## src/pkg/pmc_consts.svh

```systemverilog
/*
 * Constants of the power mode and communication window controller: register offsets, field positions,
 * reset values and timing counts. Assumes a 40 MHz system clock.
 */
`ifndef PMC_CONSTS_SVH
`define PMC_CONSTS_SVH

// ********************
// Register offsets
// ********************
`define PMC_REG_SYS_FLAGS   8'h10
`define PMC_REG_GENERAL     8'hD0
`define PMC_REG_POWER       8'hD2
`define PMC_REG_NORM_RATE   8'hD3
`define PMC_REG_LOW_RATE    8'hD4
`define PMC_REG_DEEP_RATE   8'hD5
`define PMC_REG_DWELL       8'hD6
`define PMC_REG_RDY_TIMEOUT 8'hD8
`define PMC_REG_BUS         8'hD9

// ********************
// Field positions
// ********************
`define PMC_FLAG_SHOW_RESET 7
`define PMC_FLAG_SYS_EVENT  1
`define PMC_FLAG_FULL_UPD   0
`define PMC_GEN_ACK_RESET   6
`define PMC_GEN_EVENT_MODE  5
`define PMC_GEN_EV_HALL     0
`define PMC_GEN_EV_CH0      1
`define PMC_GEN_EV_CH1      2
`define PMC_GEN_EV_INTERVAL 3
`define PMC_PWR_DEEP_EN     6
`define PMC_PWR_INHIBIT     5
`define PMC_PWR_FORCE_HI    4
`define PMC_PWR_FORCE_LO    3
`define PMC_PWR_FULL_HI     2
`define PMC_BUS_STOP_OFF    7

// ********************
// Reset values and identity
// ********************
`define PMC_DEV_ADDR        7'h44
`define PMC_RST_GENERAL     8'h0F
`define PMC_RST_POWER       8'h00
`define PMC_RST_NORM_RATE   8'h0A
`define PMC_RST_LOW_RATE    8'h32
`define PMC_RST_DEEP_RATE   8'h10
`define PMC_RST_DWELL       8'h04
`define PMC_RST_RDY_TIMEOUT 8'h80
`define PMC_RST_BUS         8'h01

// ********************
// Timing
// ********************
`define PMC_CLK_PERIOD_NS   25
`define PMC_MS_NS           1000000
`define PMC_MS_TICK_CYCLES  (`PMC_MS_NS / `PMC_CLK_PERIOD_NS)
`define PMC_RDY_STEP_NS     80000
`define PMC_RDY_STEP_CYCLES (`PMC_RDY_STEP_NS / `PMC_CLK_PERIOD_NS)
`define PMC_DWELL_STEP_MS   500
`define PMC_DEEP_STEP_MS    16
`define PMC_XFER_LIMIT_MS   33

`endif

```

## src/pkg/pmc_pkg.sv

```systemverilog
/*
 * Types of the power mode and communication window controller.
 * Assumes nothing of its surroundings.
 */
package pmc_pkg;

  // Gray-coded along normal, low, deepest sleep; halt only by force.
  typedef enum logic [1:0] {
    PMC_NORMAL = 2'b00,
    PMC_LOW    = 2'b01,
    PMC_DEEP   = 2'b11,
    PMC_HALT   = 2'b10
  } pmc_mode_t;

  typedef enum logic [2:0] {
    PMC_BUS_IDLE  = 3'b000,
    PMC_BUS_ADDR  = 3'b001,
    PMC_BUS_AACK  = 3'b011,
    PMC_BUS_STALL = 3'b010,
    PMC_BUS_RX    = 3'b110,
    PMC_BUS_RACK  = 3'b111,
    PMC_BUS_TX    = 3'b101,
    PMC_BUS_TACK  = 3'b100
  } pmc_bus_state_t;

  typedef struct packed {
    logic hall;
    logic ch0;
    logic ch1;
    logic interval;
    logic prox_ch0;
  } pmc_events_t;

  typedef struct packed {
    pmc_mode_t mode;
    logic      start;
    logic      all_channels;
    logic      run_ui;
  } pmc_sense_t;

endpackage

```

## src/rtl/pmc_power_comm_ctrl.sv

```systemverilog
/*
 * Power mode sequencer and two-wire communication window controller.
 * Assumes a 40 MHz sys_clk, a link driven by an external master, and a sensing front end that reports
 * its events as single-cycle pulses on sys_clk.
 */
// Functional notes
// - Four modes; automatic switching between normal, low and, once enabled, deepest sleep; deepest sleep enable resets to 0, so normal and low only.
// - Inhibit bit holds the mode given by the forced field.
// - Normal mode reports at the normal period, 1 ms steps.
// - Low power senses all channels, no UI, at its own period.
// - Deepest sleep needs its enable; channel 0 only, 16 ms steps.
// - Deepest sleep does periodic full updates and flags each one.
// - Proximity on channel 0 wakes the device from deepest sleep.
// - Halt stops sensing until the host changes the mode.
// - Dwell time before stepping down is counted in 500 ms steps.
// - Streaming by default; the event mode bit selects event mode.
// - In event mode enabled events, a host request or the reset indicator open a window.
// - Reset sets the reset indicator; host acknowledge clears it.
// - System event flag stays raised until the reset is acknowledged and the flags are read after that.
// - Link is data, clock and an active-low ready line.
// - Addressed outside a window: acknowledge, then stretch the clock.
// - Respond to the configured 7-bit address with a direction bit.
// - First written byte is the index; reads continue from it.
// - STOP closes the window; ready returns with new data.
// - Writing 0x81 to the bus register suppresses STOP; 0x01 restores.
// - Idle bus for the ready timeout period closes the window.
// - Timeout while STOP suppressed keeps reads and writes to 0xD9, drops other written commands.
// - A transfer unfinished after 33 ms is aborted.
`timescale 1ns/10ps
`default_nettype none
`include "pmc_consts.svh"

module pmc_power_comm_ctrl #(
  parameter int         MS_TICK_CYCLES = `PMC_MS_TICK_CYCLES,
  parameter int         RDY_STEP       = `PMC_RDY_STEP_CYCLES,
  parameter logic [6:0] DEV_ADDR       = `PMC_DEV_ADDR
) (
  // Clock and reset
  input  wire logic                 sys_clk,
  input  wire logic                 rst,
  // Two-wire link
  input  wire logic                 scl_in,
  output logic                      scl_out,
  output logic                      scl_oe_n,
  input  wire logic                 sda_in,
  output logic                      sda_out,
  output logic                      sda_oe_n,
  output logic                      rdy_n,
  // Sensing front end
  input  wire pmc_pkg::pmc_events_t events,
  output pmc_pkg::pmc_sense_t       sense
);

  // ********************
  // Helpers
  // ********************
  function automatic logic [3:0] reg_slot(input logic [7:0] a);
    case (a)
      `PMC_REG_GENERAL:     reg_slot = 4'h8;
      `PMC_REG_POWER:       reg_slot = 4'h9;
      `PMC_REG_NORM_RATE:   reg_slot = 4'hA;
      `PMC_REG_LOW_RATE:    reg_slot = 4'hB;
      `PMC_REG_DEEP_RATE:   reg_slot = 4'hC;
      `PMC_REG_DWELL:       reg_slot = 4'hD;
      `PMC_REG_RDY_TIMEOUT: reg_slot = 4'hE;
      `PMC_REG_BUS:         reg_slot = 4'hF;
      default:              reg_slot = 4'h0;
    endcase
  endfunction

  function automatic pmc_pkg::pmc_mode_t forced_mode(input logic [7:0] p);
    case (p[`PMC_PWR_FORCE_HI:`PMC_PWR_FORCE_LO])
      2'h0:    forced_mode = pmc_pkg::PMC_NORMAL;
      2'h1:    forced_mode = pmc_pkg::PMC_LOW;
      2'h2:    forced_mode = p[`PMC_PWR_DEEP_EN] ? pmc_pkg::PMC_DEEP : pmc_pkg::PMC_LOW;
      default: forced_mode = pmc_pkg::PMC_HALT;
    endcase
  endfunction

  // ********************
  // Link input synchronisers and bus conditions
  // ********************
  logic scl_s1, scl_s2, scl_d, sda_s1, sda_s2, sda_d;

  always_ff @(posedge sys_clk) begin
    if (rst) begin
      {scl_s1, scl_s2, scl_d} <= 3'h7;
      {sda_s1, sda_s2, sda_d} <= 3'h7;
    end else begin
      scl_s1 <= scl_in;
      scl_s2 <= scl_s1;
      scl_d  <= scl_s2;
      sda_s1 <= sda_in;
      sda_s2 <= sda_s1;
      sda_d  <= sda_s2;
    end
  end

  logic scl_rise, scl_fall, bus_start, bus_stop, bus_edge;
  assign scl_rise  = scl_s2 & ~scl_d;
  assign scl_fall  = ~scl_s2 & scl_d;
  assign bus_start = scl_s2 & scl_d & sda_d & ~sda_s2;
  assign bus_stop  = scl_s2 & scl_d & ~sda_d & sda_s2;
  assign bus_edge  = (scl_s2 ^ scl_d) | (sda_s2 ^ sda_d);

  // ********************
  // Time bases
  // ********************
  logic [15:0] ms_cnt;
  logic [11:0] step_cnt;
  logic        ms_tick, step_tick;
  assign ms_tick   = (ms_cnt == 16'(MS_TICK_CYCLES - 1));
  assign step_tick = (step_cnt == 12'(RDY_STEP - 1));

  always_ff @(posedge sys_clk) begin
    if (rst) begin
      ms_cnt   <= 16'h0000;
      step_cnt <= 12'h000;
    end else begin
      ms_cnt   <= ms_tick ? 16'h0000 : ms_cnt + 16'h0001;
      step_cnt <= step_tick ? 12'h000 : step_cnt + 12'h001;
    end
  end

  // ********************
  // Registers
  // ********************
  // Live copies steer the logic; written values wait in the pending copies until the window closes, except 0xD9, which goes live at once.
  logic [7:0] live [8];
  logic [7:0] pend [8];
  logic       win, win_open, win_close, commit, bus_wr;
  logic [7:0] bus_idx, bus_wdata;
  logic [3:0] idx_slot;
  assign idx_slot = reg_slot(bus_idx);
  logic       show_reset, sys_event, full_upd, flags_read, full_pulse;

  always_ff @(posedge sys_clk) begin
    if (rst) begin
      live[0] <= `PMC_RST_GENERAL;
      live[1] <= `PMC_RST_POWER;
      live[2] <= `PMC_RST_NORM_RATE;
      live[3] <= `PMC_RST_LOW_RATE;
      live[4] <= `PMC_RST_DEEP_RATE;
      live[5] <= `PMC_RST_DWELL;
      live[6] <= `PMC_RST_RDY_TIMEOUT;
      live[7] <= `PMC_RST_BUS;
    end else if (commit) begin
      for (int i = 0; i < 8; i++) begin
        live[i] <= pend[i];
      end
      live[0][`PMC_GEN_ACK_RESET] <= 1'b0;
    end else if (bus_wr && idx_slot == 4'hF) begin
      live[7] <= bus_wdata;
    end
  end

  always_ff @(posedge sys_clk) begin
    if (rst) begin
      for (int i = 0; i < 8; i++) begin
        pend[i] <= 8'h00;
      end
    end else if (win_open) begin
      for (int i = 0; i < 8; i++) begin
        pend[i] <= live[i];
      end
    end else if (bus_wr && idx_slot[3]) begin
      pend[idx_slot[2:0]] <= bus_wdata;
    end
  end

  logic stop_off;
  assign stop_off = live[7][`PMC_BUS_STOP_OFF];
  // A STOP commits; a timeout commits only while STOP is honoured, so suppressed windows drop writes other than 0xD9.
  assign commit   = win_close & (bus_stop | ~stop_off);

  // Set wins over clear for every flag below.
  always_ff @(posedge sys_clk) begin
    if (rst) begin
      show_reset <= 1'b1;
      sys_event  <= 1'b1;
      full_upd   <= 1'b0;
    end else begin
      if (commit && pend[0][`PMC_GEN_ACK_RESET]) begin
        show_reset <= 1'b0;
      end
      if (show_reset) begin
        sys_event <= 1'b1;
      end else if (flags_read) begin
        sys_event <= 1'b0;
      end
      if (full_pulse) begin
        full_upd <= 1'b1;
      end else if (flags_read) begin
        full_upd <= 1'b0;
      end
    end
  end

  logic [7:0] flags_val;
  always_comb begin
    flags_val = 8'h00;
    flags_val[`PMC_FLAG_SHOW_RESET] = show_reset;
    flags_val[`PMC_FLAG_SYS_EVENT]  = sys_event;
    flags_val[`PMC_FLAG_FULL_UPD]   = full_upd;
  end

  // ********************
  // Power modes
  // ********************
  pmc_pkg::pmc_mode_t mode, next_mode;
  logic [16:0] dwell_cnt;
  logic        activity, inhibit;
  assign inhibit  = live[1][`PMC_PWR_INHIBIT];
  assign activity = events.hall | events.ch0 | events.ch1 | events.interval | events.prox_ch0;

  always_comb begin
    next_mode = mode;
    if (inhibit) begin
      next_mode = forced_mode(live[1]);
    end else if (mode == pmc_pkg::PMC_HALT) begin
      next_mode = pmc_pkg::PMC_HALT;
    end else if (mode == pmc_pkg::PMC_DEEP && !live[1][`PMC_PWR_DEEP_EN]) begin
      next_mode = pmc_pkg::PMC_LOW;
    end else if (activity) begin
      next_mode = pmc_pkg::PMC_NORMAL;
    end else if (ms_tick && dwell_cnt >= 17'(live[5]) * 17'(`PMC_DWELL_STEP_MS)) begin
      unique case (mode)
        pmc_pkg::PMC_NORMAL: next_mode = pmc_pkg::PMC_LOW;
        pmc_pkg::PMC_LOW:    next_mode = live[1][`PMC_PWR_DEEP_EN] ? pmc_pkg::PMC_DEEP : pmc_pkg::PMC_LOW;
        pmc_pkg::PMC_DEEP:   next_mode = pmc_pkg::PMC_DEEP;
        pmc_pkg::PMC_HALT:   next_mode = pmc_pkg::PMC_HALT;
      endcase
    end
  end

  always_ff @(posedge sys_clk) begin
    if (rst) begin
      mode      <= pmc_pkg::PMC_NORMAL;
      dwell_cnt <= 17'h00000;
    end else begin
      mode <= next_mode;
      if (next_mode != mode || activity) begin
        dwell_cnt <= 17'h00000;
      end else if (ms_tick && dwell_cnt != 17'h1FFFF) begin
        dwell_cnt <= dwell_cnt + 17'h00001;
      end
    end
  end

  // ********************
  // Sensing cadence
  // ********************
  // The cadence pauses while a window is open; the front end is held until the host lets go.
  logic [11:0] rep_cnt, rep_limit;
  logic [7:0]  full_cnt;
  logic        conv_done;

  always_comb begin
    unique case (mode)
      pmc_pkg::PMC_NORMAL: rep_limit = {4'h0, live[2]};
      pmc_pkg::PMC_LOW:    rep_limit = {4'h0, live[3]};
      pmc_pkg::PMC_DEEP:   rep_limit = 12'(live[4]) * 12'(`PMC_DEEP_STEP_MS);
      pmc_pkg::PMC_HALT:   rep_limit = 12'hFFF;
    endcase
  end

  assign conv_done  = ms_tick & ~win & (mode != pmc_pkg::PMC_HALT) & (rep_cnt >= rep_limit);
  assign full_pulse = conv_done & (mode == pmc_pkg::PMC_DEEP) & (live[1][`PMC_PWR_FULL_HI:0] != 3'h0)
                      & (full_cnt >= {5'h00, live[1][`PMC_PWR_FULL_HI:0]});

  always_ff @(posedge sys_clk) begin
    if (rst) begin
      rep_cnt  <= 12'h000;
      full_cnt <= 8'h00;
    end else begin
      if (conv_done || mode != next_mode) begin
        rep_cnt <= 12'h000;
      end else if (ms_tick && !win && rep_cnt != 12'hFFF) begin
        rep_cnt <= rep_cnt + 12'h001;
      end
      if (mode != pmc_pkg::PMC_DEEP || full_pulse) begin
        full_cnt <= 8'h00;
      end else if (conv_done) begin
        full_cnt <= full_cnt + 8'h01;
      end
    end
  end

  always_ff @(posedge sys_clk) begin
    if (rst) begin
      sense <= '0;
    end else begin
      sense.mode         <= mode;
      sense.start        <= conv_done;
      sense.all_channels <= (mode != pmc_pkg::PMC_DEEP) | full_pulse;
      sense.run_ui       <= (mode == pmc_pkg::PMC_NORMAL);
    end
  end

  // ********************
  // Communication window
  // ********************
  logic       ev_pend, host_req, rdy_expired, addr_hit, xfer_abort, xfer_busy;
  logic [7:0] rdy_cnt;
  logic [5:0] xfer_ms;
  logic       enabled_event;

  assign enabled_event = (events.hall & live[0][`PMC_GEN_EV_HALL]) | (events.ch0 & live[0][`PMC_GEN_EV_CH0])
                       | (events.ch1 & live[0][`PMC_GEN_EV_CH1])
                       | (events.interval & live[0][`PMC_GEN_EV_INTERVAL]);
  assign win_open  = ~win & ((conv_done & (~live[0][`PMC_GEN_EVENT_MODE] | ev_pend | host_req | show_reset))
                     | (mode == pmc_pkg::PMC_HALT & host_req));
  assign rdy_expired = step_tick & (rdy_cnt >= live[6]);
  assign win_close = win & ((bus_stop & ~stop_off) | rdy_expired);

  always_ff @(posedge sys_clk) begin
    if (rst) begin
      win      <= 1'b0;
      rdy_n    <= 1'b1;
      ev_pend  <= 1'b0;
      host_req <= 1'b0;
      rdy_cnt  <= 8'h00;
    end else begin
      win   <= (win | win_open) & ~win_close;
      rdy_n <= ~((win | win_open) & ~win_close);
      if (enabled_event) begin
        ev_pend <= 1'b1;
      end else if (win_open) begin
        ev_pend <= 1'b0;
      end
      if (addr_hit && !win) begin
        host_req <= 1'b1;
      end else if (win_open) begin
        host_req <= 1'b0;
      end
      if (!win || bus_edge) begin
        rdy_cnt <= 8'h00;
      end else if (step_tick) begin
        rdy_cnt <= rdy_cnt + 8'h01;
      end
    end
  end

  // ********************
  // Two-wire target
  // ********************
  pmc_pkg::pmc_bus_state_t st;
  logic [7:0] shreg;
  logic [3:0] bits;
  logic       rd_dir, idx_next, sda_drv, scl_drv;
  logic [7:0] rdata;

  always_comb begin
    unique case (idx_slot)
      4'h0:    rdata = (bus_idx == `PMC_REG_SYS_FLAGS) ? flags_val : 8'h00;
      default: rdata = live[idx_slot[2:0]];
    endcase
  end

  assign addr_hit   = (st == pmc_pkg::PMC_BUS_ADDR) & scl_rise & (bits == 4'h7) & (shreg[6:0] == DEV_ADDR);
  assign xfer_abort = xfer_busy & ms_tick & (xfer_ms >= 6'(`PMC_XFER_LIMIT_MS - 1));
  assign bus_wr     = (st == pmc_pkg::PMC_BUS_RX) & scl_rise & (bits == 4'h7) & ~idx_next;
  assign bus_wdata  = {shreg[6:0], sda_s2};
  assign flags_read = (st == pmc_pkg::PMC_BUS_TX) & scl_fall & (bits == 4'h7) & (bus_idx == `PMC_REG_SYS_FLAGS);
  assign sda_out    = 1'b0;
  assign scl_out    = 1'b0;
  assign sda_oe_n   = ~sda_drv;
  assign scl_oe_n   = ~scl_drv;

  always_ff @(posedge sys_clk) begin
    if (rst) begin
      xfer_busy <= 1'b0;
      xfer_ms   <= 6'h00;
    end else begin
      if (bus_start) begin
        xfer_busy <= 1'b1;
      end else if (bus_stop || xfer_abort) begin
        xfer_busy <= 1'b0;
      end
      xfer_ms <= (!xfer_busy || bus_start) ? 6'h00 : (ms_tick ? xfer_ms + 6'h01 : xfer_ms);
    end
  end

  always_ff @(posedge sys_clk) begin
    if (rst) begin
      st       <= pmc_pkg::PMC_BUS_IDLE;
      shreg    <= 8'h00;
      bits     <= 4'h0;
      rd_dir   <= 1'b0;
      idx_next <= 1'b0;
      bus_idx  <= 8'h00;
      sda_drv  <= 1'b0;
      scl_drv  <= 1'b0;
    end else if (xfer_abort || bus_stop) begin
      st      <= pmc_pkg::PMC_BUS_IDLE;
      sda_drv <= 1'b0;
      scl_drv <= 1'b0;
    end else if (bus_start) begin
      st      <= pmc_pkg::PMC_BUS_ADDR;
      bits    <= 4'h0;
      sda_drv <= 1'b0;
      scl_drv <= 1'b0;
    end else begin
      unique case (st)
        pmc_pkg::PMC_BUS_IDLE: begin
          sda_drv <= 1'b0;
        end
        pmc_pkg::PMC_BUS_ADDR: begin
          if (scl_rise) begin
            shreg <= {shreg[6:0], sda_s2};
            bits  <= bits + 4'h1;
            if (bits == 4'h7) begin
              rd_dir <= sda_s2;
              st     <= addr_hit ? pmc_pkg::PMC_BUS_AACK : pmc_pkg::PMC_BUS_IDLE;
            end
          end
        end
        pmc_pkg::PMC_BUS_AACK: begin
          if (scl_fall && !sda_drv) begin
            sda_drv <= 1'b1;
          end else if (scl_fall) begin
            sda_drv  <= 1'b0;
            scl_drv  <= ~win;
            st       <= pmc_pkg::PMC_BUS_STALL;
          end
        end
        pmc_pkg::PMC_BUS_STALL: begin
          if (win) begin
            scl_drv  <= 1'b0;
            bits     <= 4'h0;
            idx_next <= ~rd_dir;
            st       <= rd_dir ? pmc_pkg::PMC_BUS_TX : pmc_pkg::PMC_BUS_RX;
            shreg    <= rdata;
            sda_drv  <= rd_dir & ~rdata[7];
          end
        end
        pmc_pkg::PMC_BUS_RX: begin
          if (scl_rise) begin
            shreg <= {shreg[6:0], sda_s2};
            bits  <= bits + 4'h1;
            if (bits == 4'h7) begin
              st <= pmc_pkg::PMC_BUS_RACK;
              if (idx_next) begin
                bus_idx <= {shreg[6:0], sda_s2};
              end else begin
                bus_idx <= bus_idx + 8'h01;
              end
              idx_next <= 1'b0;
            end
          end
        end
        pmc_pkg::PMC_BUS_RACK: begin
          if (scl_fall && !sda_drv) begin
            sda_drv <= 1'b1;
          end else if (scl_fall) begin
            sda_drv <= 1'b0;
            bits    <= 4'h0;
            st      <= pmc_pkg::PMC_BUS_RX;
          end
        end
        pmc_pkg::PMC_BUS_TX: begin
          if (scl_fall) begin
            if (bits == 4'h7) begin
              sda_drv <= 1'b0;
              bus_idx <= bus_idx + 8'h01;
              st      <= pmc_pkg::PMC_BUS_TACK;
            end else begin
              sda_drv <= ~shreg[6];
              shreg   <= {shreg[6:0], 1'b0};
              bits    <= bits + 4'h1;
            end
          end
        end
        pmc_pkg::PMC_BUS_TACK: begin
          if (scl_rise && sda_s2) begin
            st <= pmc_pkg::PMC_BUS_IDLE;
          end else if (scl_fall) begin
            shreg   <= rdata;
            sda_drv <= ~rdata[7];
            bits    <= 4'h0;
            st      <= pmc_pkg::PMC_BUS_TX;
          end
        end
      endcase
    end
  end

endmodule
`default_nettype wire

```

## config.mk

```make
export PLATFORM = sky130hd
export DESIGN_NAME = pmc_power_comm_ctrl
export DESIGN_NICKNAME = d
export VERILOG_FILES = /design/src/pkg/pmc_pkg.sv /design/src/rtl/pmc_power_comm_ctrl.sv
export VERILOG_INCLUDE_DIRS = /design/src /design/src/pkg
export SDC_FILE = /design/constraint.sdc
export NUM_CORES = 1
export LEC_CHECK = 0
export BUFFER_PORTS_ARGS = -buffer_cell sky130_fd_sc_hd__clkbuf_2
export CORE_UTILIZATION = 45
export CTS_BUF_LIST = sky130_fd_sc_hd__clkbuf_16
export DETAILED_ROUTE_END_ITERATION = 10
export GPL_ROUTABILITY_DRIVEN = 0
export GPL_TIMING_DRIVEN = 0
export PLACE_DENSITY = 0.63
export SYNTH_ARGS = -nofsm -noshare
export SYNTH_HDL_FRONTEND = slang
export SYNTH_SLANG_ARGS = --single-unit
export TNS_END_PERCENT = 10
```

## constraint.sdc

```tcl
create_clock -name sys_clk -period 10.7 [get_ports sys_clk]
set_clock_uncertainty 0.2 [all_clocks]
set_input_delay 1.07 -clock sys_clk [delete_from_list [all_inputs] [get_ports sys_clk]]
set_output_delay 1.07 -clock sys_clk [all_outputs]
set_load 0.005 [all_outputs]
```

==> flow_summary.toml, run 1 <==
[job]
cap_violations = 0

[drt]
via_per_inst = 5.982
ant_nets = 0
wl_met3_mm = 3.253
via_count = 11981
top_layer_used = "met4"
wl_met2_mm = 17.47
wl_met1_mm = 18.66
drt_wl_total_mm = 40.71
first_pass_iters = 8
drc = 0
drt_iter0_drc = 1239
wl_per_cell_um = 20.33

[placement]
dpl.hpwl_mm = 29.17
port_buffers = 15
placed_cells = 1949

[pwr]
intPower_mw = 1.632
p_leak_nw = 6.152
power_density_nw_per_um2 = 136.6
p_sw_mw = 0.5617
sw_frac_of_total = 0.2561
seqPwrFrac = 0.477
ir_drop_mv = 0.1274
comb_power_share = 0.110
p_clk_frac = 0.413

[synthesis]
syn-instance-count = 1530
synthTopCellsByArea = "edfxtp_1 24%, dfxtp_1 18%, ha_1 8.2%"
synthFlopType = "dfxtp_1"
async_reset_ff_frac = 0
synthDistinctLibCells = 74
postSynthAreaPerCell_um2 = 9.544
yosys_warnings = 0
netlist.area_leader.share = 0.2447
synth-edff-count = 119
synth_area_um2 = 14600
yosysTopAreaCell = "edfxtp_1"
yosysSeqAreaShare = 0.4284
ys_ff_latch = 253

[setup_path]
critPathRequiredTime_ns = 10.92
cp-start-kind = "register"
rr_startpoint = "live[5][1]$_SDFFCE_PN0P_"
crit_arrival_ns = 6.62
cp_max_fo = 10
critPathLaunch = "live[5][1]$_SDFFCE_PN0P_"
worstSetupPathType = "register to register"
r2r_cells = 22
cp-end-kind = "register"

[cells_and_area]
drive_above_1_share = 0.07058
multiInputGateArea_um2 = 7696
regArea_um2 = 6256
syn2layout_area_growth_pct = 10.01
antennaDiodeCount = 0
nNetsFinal = 1705
fillers = 2940
stdcell_count = 2003

[global_routing]
grt_overflow_total = 0
grt_pass1_vias = 11336
grt_max_degree = 35
grt_antenna_before_repair = 0
grt_pass1_wl_mm = 64.04
grt_usage = 0.2477

[cts]
post_cts_buffers = 0
clock_latency_ns = 0.57
cts_num_sinks = 253
clockRootBuffer = "clkbuf_16"
htreeDepth = 1
cts_buffer_depth = 3
cts_resized = 0
cts_tree = "built"
clk_pin_slew_worst_paths_ns = 0.06
cts_buffers = 28
cts-hold-fix-buffers = 0

[floorplan]
rows = 65
io_pins = 19
start_util = 0.4604
die_y_um = 182.1
core-area_um2 = 31720
die_area_um2 = 33180
die_w_um = 182.1

[sta]
setup-violations-final = 0
min_period_ns = 6.407
rsz0062_at_grt = "false"
period_share = 0.5988
fmax_mhz = 156.1
slew_violations = 0
worstMarginPinSlew_ns = 1.353
hold_viol = 0
setup_tns_ns = 0
maxSlewHeadroom = 0.08837

[hold_path]
worstHoldPathCells = 1
min_from = "scl_s1$_SDFF_PP1_"
hold_path.class = "register to register"

[outcome]
status = "completed"
registers in the layout, summed over array words and instances (netlist names), 2 cells and up:
register / cells
bits: 4
step_cnt: 12
ms_cnt: 16
pend: 64
st: 3
mode: 2
xfer_ms: 6
full_cnt: 8
dwell_cnt: 17
shreg: 7
rep_cnt: 12
bus_idx: 8
rdy_cnt: 8
sense: 5
live: 63
worst paths after layout:
path | end | slack (ns)
worst max-delay path | dwell_cnt[12]$_SDFFE_PP0P_ | 4.29
worst min-delay path | scl_s2$_SDFF_PP1_ | 0.21
worst max register to register | dwell_cnt[12]$_SDFFE_PP0P_ | 4.29
worst min register to register | scl_s2$_SDFF_PP1_ | 0.21
metal layers:
layer / vias to the layer above / GRT usage
li1: 5617 / -
met4: 0 / 0.08168
met3: 83 / 0.03852
met1: 5821 / 0.3593
met5: - / 0
met2: 460 / 0.3756
final cells by class:
cell class | count | share of cell area
Buffer | 79 | 0.01994
Clock inverter | 24 | 0.009269
Multi-Input combinational cell | 1110 | 0.4791
Sequential cell | 253 | 0.3894
Timing Repair Buffer | 18 | 0.006543
Clock buffer | 28 | 0.04362
Tap cell | 402 | 0.03131
Inverter | 89 | 0.02080
cells by family (layout without fill, tap and decap cells):
kind of cell,after synthesis,count (layout),synth area share
AOI/OAI and AO/OA,312,312,0.1469
buffers and inverters,168,238,0.04481
DFF,253,253,0.4284
adders and majority gates,117,117,0.1110
other,1,2,0.0002568
muxes,39,39,0.02862
and+or+nand+nor,563,563,0.1938
xor gates and xnor gates,77,77,0.04618
power groups by stage:
stage | clock network, mW | logic (mW) | registers (mW)
floorplan | 0 | 0.185 | 1.06
global placement | 0 | 0.234 | 1.07
detailed placement | 0 | 0.242 | 1.07
CTS | 0.922 | 0.244 | 1.05
global route | 0.958 | 0.276 | 1.05
finish | 0.906 | 0.241 | 1.05
synth_stat cells, types with 22 or more instances:
master	number
edfxtp_1	119
clkbuf_1	65
nand3_1	41
nor3_1	38
a22o_1	52
nor2b_1	22
mux2_2	22
dfxtp_1	134
xnor2_1	38
nor2_1	174
xor2_1	39
ha_1	96
inv_1	89
and3_1	49
a21oi_1	59
o21ai_0	65
nand4_1	25
nand2b_1	28
nand2_1	105
placed cells by master (no fill, tap or decap), types with 38 or more instances in the layout:
master    count
nor2_1      174
dfxtp_1     134
edfxtp_1    119
nand2_1     105
ha_1         96
inv_1        91
o21ai_0      65
clkbuf_1     65
a21oi_1      59
a22o_1       52
and3_1       49
nand3_1      41
xor2_1       39
nor3_1       38
xnor2_1      38
critical path: stages, from the launching register on:
cell and delay, ns:
edfxtp_1 0.57, fa_1 0.59, inv_1 0.05, fa_1 0.53
fa_1 0.44, fa_1 0.51, inv_1 0.04, ha_1 0.31
o21a_1 0.18, o21ai_0 0.20, o21ai_0 0.15, a31o_2 0.25
a21oi_1 0.17, xnor2_1 0.10, ha_1 0.30, nand4_1 0.16
a211oi_1 0.25, o21ai_0 0.12, o22ai_1 0.23, o21ai_0 0.15
nand2_1 0.29, clkbuf_1 0.38, nor2_1 0.10
metrics by stage:
stage          total power, mW  instance area, um^2  worst slack [ns]  utilization  hold slack (ns)
2_1_floorplan            1.246                14610             5.072            -           0.1895
3_3_place_gp             1.302                15180             4.305       0.4787           0.1922
3_5_place_dp             1.310                15200             4.243       0.4794           0.1945
4_1_cts                  2.213                16050             4.217       0.5062           0.2091
5_1_grt                  2.283                16060             3.815       0.5065           0.2364
6_report                 2.194                16060             4.293       0.5065           0.2088
No activity file was read; power rests on OpenSTA's default activity.
==> run 2: changes to the inputs <==
Clock period 10.7 ns to 6.2 ns, I/O delays scaled along.
==> run 2 against run 1 <==
Compared with the run above:
- worst hold slack worse by 0.17 ns
- sequential share of layout area down 0.28 points
- core utilization up 0.37 points
- cell count up 0.55%
- clock power up 73%
- critical path depth unchanged
- count of clock-buffer cells in the layout unchanged
- combinational power up 82%
- die area unchanged
- largest cell class unchanged
- highest routed layer unchanged
==> flow_summary.toml, run 2 (synthesized netlist as in run 1, its figures left out) <==
[sta]
fmax_mhz = 169.4
worstMarginPinSlew_ns = 1.363
setup_tns_ns = 0
hold_viol = 0
slew_violations = 0
min_period_ns = 5.903
setup-violations-final = 0
period_share = 0.9521
maxSlewHeadroom = 0.08327

[cells_and_area]
regArea_um2 = 6256
fin_util = 0.5102
largest_reg_flops = 64
final_common_cell = "nor2_1"
multiInputGateArea_um2 = 7726
nNetsFinal = 1716
reg.largest.list = "pend: 64 flops, live: 63 flops, dwell_cnt: 17 flops"
regMostFlops = "pend"
drive_above_1_share = 0.08251
syn2layout_area_growth_pct = 10.81
antennaDiodeCount = 0
fin_area_um2 = 16180
final_cell_mix = "173 x nor2_1, 134 x dfxtp_1, 119 x edfxtp_1, 104 x nand2_1, 96 x ha_1"
fillers = 2940

[floorplan]
core-area_um2 = 31720
die_y_um = 182.1
start_util = 0.4604
rows = 65
die_area_um2 = 33180
die_w_um = 182.1
io_pins = 19

[global_routing]
grt_pass1_wl_mm = 64.18
grt_antenna_before_repair = 0
grt_overflow_total = 0
grt_max_degree = 35
grt_usage = 0.2482
grt_pass1_vias = 11372

[drt]
via_count = 11982
ant_nets = 0
drt_iter0_drc = 1323
drt_wl_total_mm = 40.85
via_per_inst = 5.949
wl_per_cell_um = 20.28
drc = 0
first_pass_iters = 6

[setup_path]
crit_chain = "fa_1 -> xor2_1 -> ha_1 -> fa_1 -> inv_1 -> fa_1 -> inv_1 -> ha_1 -> o21ai_0 -> a21oi_1 -> o21ai_1 -> a211o_1 -> nor2_2 -> a311oi_2 -> ha_1 -> nand4_1 -> a211oi_2 -> o21ai_1 -> o22ai_2 -> nor2_1 -> or4_1 -> a21oi_2"
cp_max_fo = 3
crit_arrival_ns = 6.16
critPathRequiredTime_ns = 6.46
crit_slowest_cell = "fa_1"
cp-end-kind = "register"
cpPeakStageDelay_ns = 0.63
reg2reg_setup_slack_ns = 0.30
rr_startpoint = "live[5][1]$_SDFFCE_PN0P_"
r2r_cells = 22
cp-start-kind = "register"
r2r_end = "mode[1]$_SDFF_PP0_"
worstSetupPathType = "register to register"

[outcome]
status = "completed"

[cts]
clockRootBuffer = "clkbuf_16"
clock_latency_ns = 0.57
htreeDepth = 1
clk_pin_slew_worst_paths_ns = 0.06
cts_buffers = 28
cts_num_sinks = 253
cts_buffer_depth = 3
cts_tree = "built"

[hold_path]
min_to = "scl_s1$_SDFF_PP1_"
hold_path.class = "input port to register"
min_from = "scl_in"
worstHoldPathCells = 2

[pwr]
ir_drop_mv = 0.2190
p_leak_nw = 6.213
power_density_nw_per_um2 = 235.4
total_power_mw = 3.809

[placement]
place_area_um2 = 15200
dpl.hpwl_mm = 29.17
port_buffers = 15

[job]
cap_violations = 0
-- run 2: changes by cell type in the layout (fill, tap and decap cells not counted), sizes merged --
cell	delta
buf	+12
clkbuf	-1
-- run 2: area by class of cell --
class | count | share of cell area
repair buffers | 29 | 0.01160
plain buffers | 79 | 0.02010
clock buffers | 28 | 0.04330
clock inverters | 24 | 0.009201
multi-input cells | 1110 | 0.4775
well taps | 402 | 0.03108
inverters | 89 | 0.02064
flip-flops and latches | 253 | 0.3866
-- run 2: layer usage --
layer / global-route usage / vias to the layer above / wire, um
met4: 0.08168 / 0 / 1222
met3: 0.03852 / 70 / 3378
met1: 0.3596 / 5768 / 18590
met2: 0.3772 / 502 / 17660
li1: - / 5642 / -
met5: 0 / - / 0
-- run 2: power by group --
| part | internal (mW) | switching [mW] | leakage (nW) | total [mW] |
|---|---|---|---|---|
| clock network | 0.862 | 0.703 | 0.426 | 1.57 |
| logic | 0.185 | 0.254 | 3.52 | 0.439 |
| registers | 1.78 | 0.0236 | 2.27 | 1.80 |
-- run 2: repair_timing --
action                                  CTS  global route
endpoints found under the setup margin   21            25
hold buffers                              0             0
endpoints found under the hold margin     0             0
pin swaps                                 0             5
setup buffers                             7             4
gates resized for setup                   3            14
-- run 2: critical path: cells and delay by family, from the launching register on --
kind	cells	cell delay [ns]
and+or+nand+nor	4	0.91
buffers and inverters	2	0.09
DFF	1	0.49
xor gates and xnor gates	1	0.16
adders and majority gates	6	2.49
AOI/OAI and AO/OA	9	1.48
-- run 2: how the worst max path moves through the flow --
stage                             startpoint                          to  slack, ns  cells past startpoint
detailed placement  live[5][1]$_SDFFCE_PN0P_   dwell_cnt[8]$_SDFFE_PP0P_      -0.26                     22
global route        live[5][1]$_SDFFCE_PN0P_          mode[1]$_SDFF_PP0_     -0.007                     21
global placement    live[5][1]$_SDFFCE_PN0P_   dwell_cnt[6]$_SDFFE_PP0P_      -0.19                     22
finish              live[5][1]$_SDFFCE_PN0P_          mode[1]$_SDFF_PP0_       0.30                     22
CTS                 live[5][6]$_SDFFCE_PN0P_    rep_cnt[10]$_SDFFE_PP0P_      0.003                     22
floorplan           live[5][1]$_SDFFCE_PN0P_  dwell_cnt[10]$_SDFFE_PP0P_       0.57                     22
-- run 2: through the flow --
stage               hold slack (ns)  std cells  worst slack [ns]
floorplan                    0.1895       1531            0.5723
global placement             0.1922       1948           -0.1946
detailed placement           0.1945       1949           -0.2567
CTS                         0.02735       2008          0.002867
global route                0.03082       2014         -0.007252
finish                      0.04081       2014            0.2969
==> run 3: changes to the inputs <==
Clock period 6.2 ns to 6.5 ns, I/O delays scaled along.
==> run 3 against run 2 <==
Compared with the run above:
- sequential power fell by 4%
- power fell by 5.1%
- sequential share of layout area rose by 0.099 points
- sequential cell count did not move
- clock power fell by 5%
- count of clock-buffer cells in the layout did not move
- non-clock buffer count fell by 3
- critical path depth fell by 1
- final area fell by 0.26%
==> flow_summary.toml, run 3 (synthesized netlist as in run 1, its figures left out) <==
[floorplan]
start_util = 0.4604
rows = 65
core-area_um2 = 31720
die_w_um = 182.1
die_y_um = 182.1
io_pins = 19
die_area_um2 = 33180

[global_routing]
grt_antenna_before_repair = 0
grt_usage = 0.2477
grt_pass1_wl_mm = 64.04
grt_overflow_total = 0
grt_max_degree = 35
grt_pass1_vias = 11336

[cells_and_area]
fin_util = 0.5089
syn2layout_area_growth_pct = 10.53
multiInputGateArea_um2 = 7705
largest_reg_flops = 64
regMostFlops = "pend"
reg.largest.list = "pend: 64 flops, live: 63 flops, dwell_cnt: 17 flops"
regArea_um2 = 6256
fillers = 2934
final_cell_mix = "174 x nor2_1, 134 x dfxtp_1, 119 x edfxtp_1, 104 x nand2_1, 96 x ha_1"
final_common_cell = "nor2_1"
nNetsFinal = 1713
antennaDiodeCount = 0
fin_area_um2 = 16140
drive_above_1_share = 0.07769

[setup_path]
worstSetupPathType = "register to register"
r2r_end = "mode[1]$_SDFF_PP0_"
critPathRequiredTime_ns = 6.76
rr_startpoint = "live[5][6]$_SDFFCE_PN0P_"
cp_max_fo = 6
endpoint = "mode[1]$_SDFF_PP0_"
reg2reg_setup_slack_ns = 0.36
cp-start-kind = "register"
critPathLaunch = "live[5][6]$_SDFFCE_PN0P_"
r2r_cells = 21
cp-end-kind = "register"
crit_arrival_ns = 6.40

[sta]
fmax_mhz = 163.0
period_share = 0.9441
setup_tns_ns = 0
worstMarginPinSlew_ns = 1.364
maxSlewHeadroom = 0.08225
hold_viol = 0
min_period_ns = 6.137
slew_violations = 0
setup-violations-final = 0
layout_setup_ws_ns = 0.3633

[hold_path]
min_from = "scl_in"
hold_path.class = "input port to register"
worstHoldPathCells = 2

[cts]
clock_latency_ns = 0.57
cts_num_sinks = 253
cts_buffers = 28
clk_pin_slew_worst_paths_ns = 0.06
clockRootBuffer = "clkbuf_16"
cts_tree = "built"
htreeDepth = 1
cts_buffer_depth = 3

[placement]
dpl_worst_slack_ns = 0.04328
place_area_um2 = 15200
port_buffers = 15
dpl.hpwl_mm = 29.17

[drt]
via_per_inst = 5.968
ant_nets = 0
drt_wl_total_mm = 40.70
drc = 0
wl_per_cell_um = 20.24
first_pass_iters = 6
via_count = 12002
drt_iter0_drc = 1325

[pwr]
power_density_nw_per_um2 = 224.0
p_leak_nw = 6.199
seqPwrFrac = 0.476
p_sw_mw = 0.9271
ir_drop_mv = 0.2101
sw_frac_of_total = 0.2564
comb_power_share = 0.111
p_clk_frac = 0.412
intPower_mw = 2.689

[outcome]
status = "completed"

[job]
cap_violations = 0
-- run 3: cell types whose count changed in the layout (fill, tap and decap cells not counted), sizes merged --
cell | previous run | this run
buf | 29 | 25
clkbuf | 107 | 108
-- run 3: worst min path at each step --
stage / to / slack, ns
2_1_floorplan: scl_s2$_SDFF_PP1_ / 0.19
3_3_place_gp: scl_s2$_SDFF_PP1_ / 0.19
3_5_place_dp: scl_s2$_SDFF_PP1_ / 0.19
4_1_cts: sda_s1$_SDFF_PP1_ / 0.06
5_1_grt: sda_s1$_SDFF_PP1_ / 0.06
6_report: scl_s1$_SDFF_PP1_ / 0.07
-- run 3: critical path, stage by stage, from the launching register on --
cell      delay (ns)
edfxtp_1        0.55
inv_1           0.29
fa_1            0.55
inv_1           0.05
fa_1            0.53
fa_1            0.44
ha_1            0.31
ha_1            0.34
or2_2           0.28
a21oi_1         0.14
inv_1           0.06
a31o_2          0.24
a21oi_1         0.17
xnor2_1         0.10
ha_1            0.30
nand4_1         0.20
a211oi_1        0.26
o21ai_0         0.14
o22ai_2         0.19
nor2_1          0.08
or4_1           0.47
a21oi_1         0.15
-- run 3: routing by layer --
metal / vias up / share of wire / GRT usage
li1: 5629 / - / -
met1: 5752 / 0.46 / 0.3593
met2: 537 / 0.43 / 0.3756
met3: 84 / 0.084 / 0.03852
met4: 0 / 0.029 / 0.08168
met5: - / 0 / 0
-- run 3: power groups by stage --
stage               registers, mW  logic, mW  clock network, mW
global placement             1.76      0.385                  0
detailed placement           1.76      0.398                  0
CTS                          1.72      0.401               1.52
finish                       1.72      0.402               1.49
floorplan                    1.75      0.304                  0
global route                 1.72      0.460               1.58
-- run 3: metrics by stage --
stage | cells | power [mW] | hold slack [ns]
global route | 2011 | 3.762 | 0.06082
finish | 2011 | 3.616 | 0.07187
global placement | 1948 | 2.143 | 0.1922
detailed placement | 1949 | 2.156 | 0.1945
floorplan | 1531 | 2.052 | 0.1895
CTS | 2001 | 3.642 | 0.05735
-- run 3: layout make-up --
class                      instances  share of cell area
multi-input combinational       1110              0.4774
sequential                       253              0.3876
clock buffer                      28             0.04341
tap                              402             0.03116
inverter                          89             0.02070
buffer                            79             0.02031
timing repair buffer              26             0.01023
clock inverter                    24            0.009225
-- run 3: what timing repair did --
item,CTS,global route
gates resized for setup,0,10
hold buffers,0,0
endpoints found under the hold margin,0,0
buffers inserted,0,8
endpoints found under the setup margin,0,21
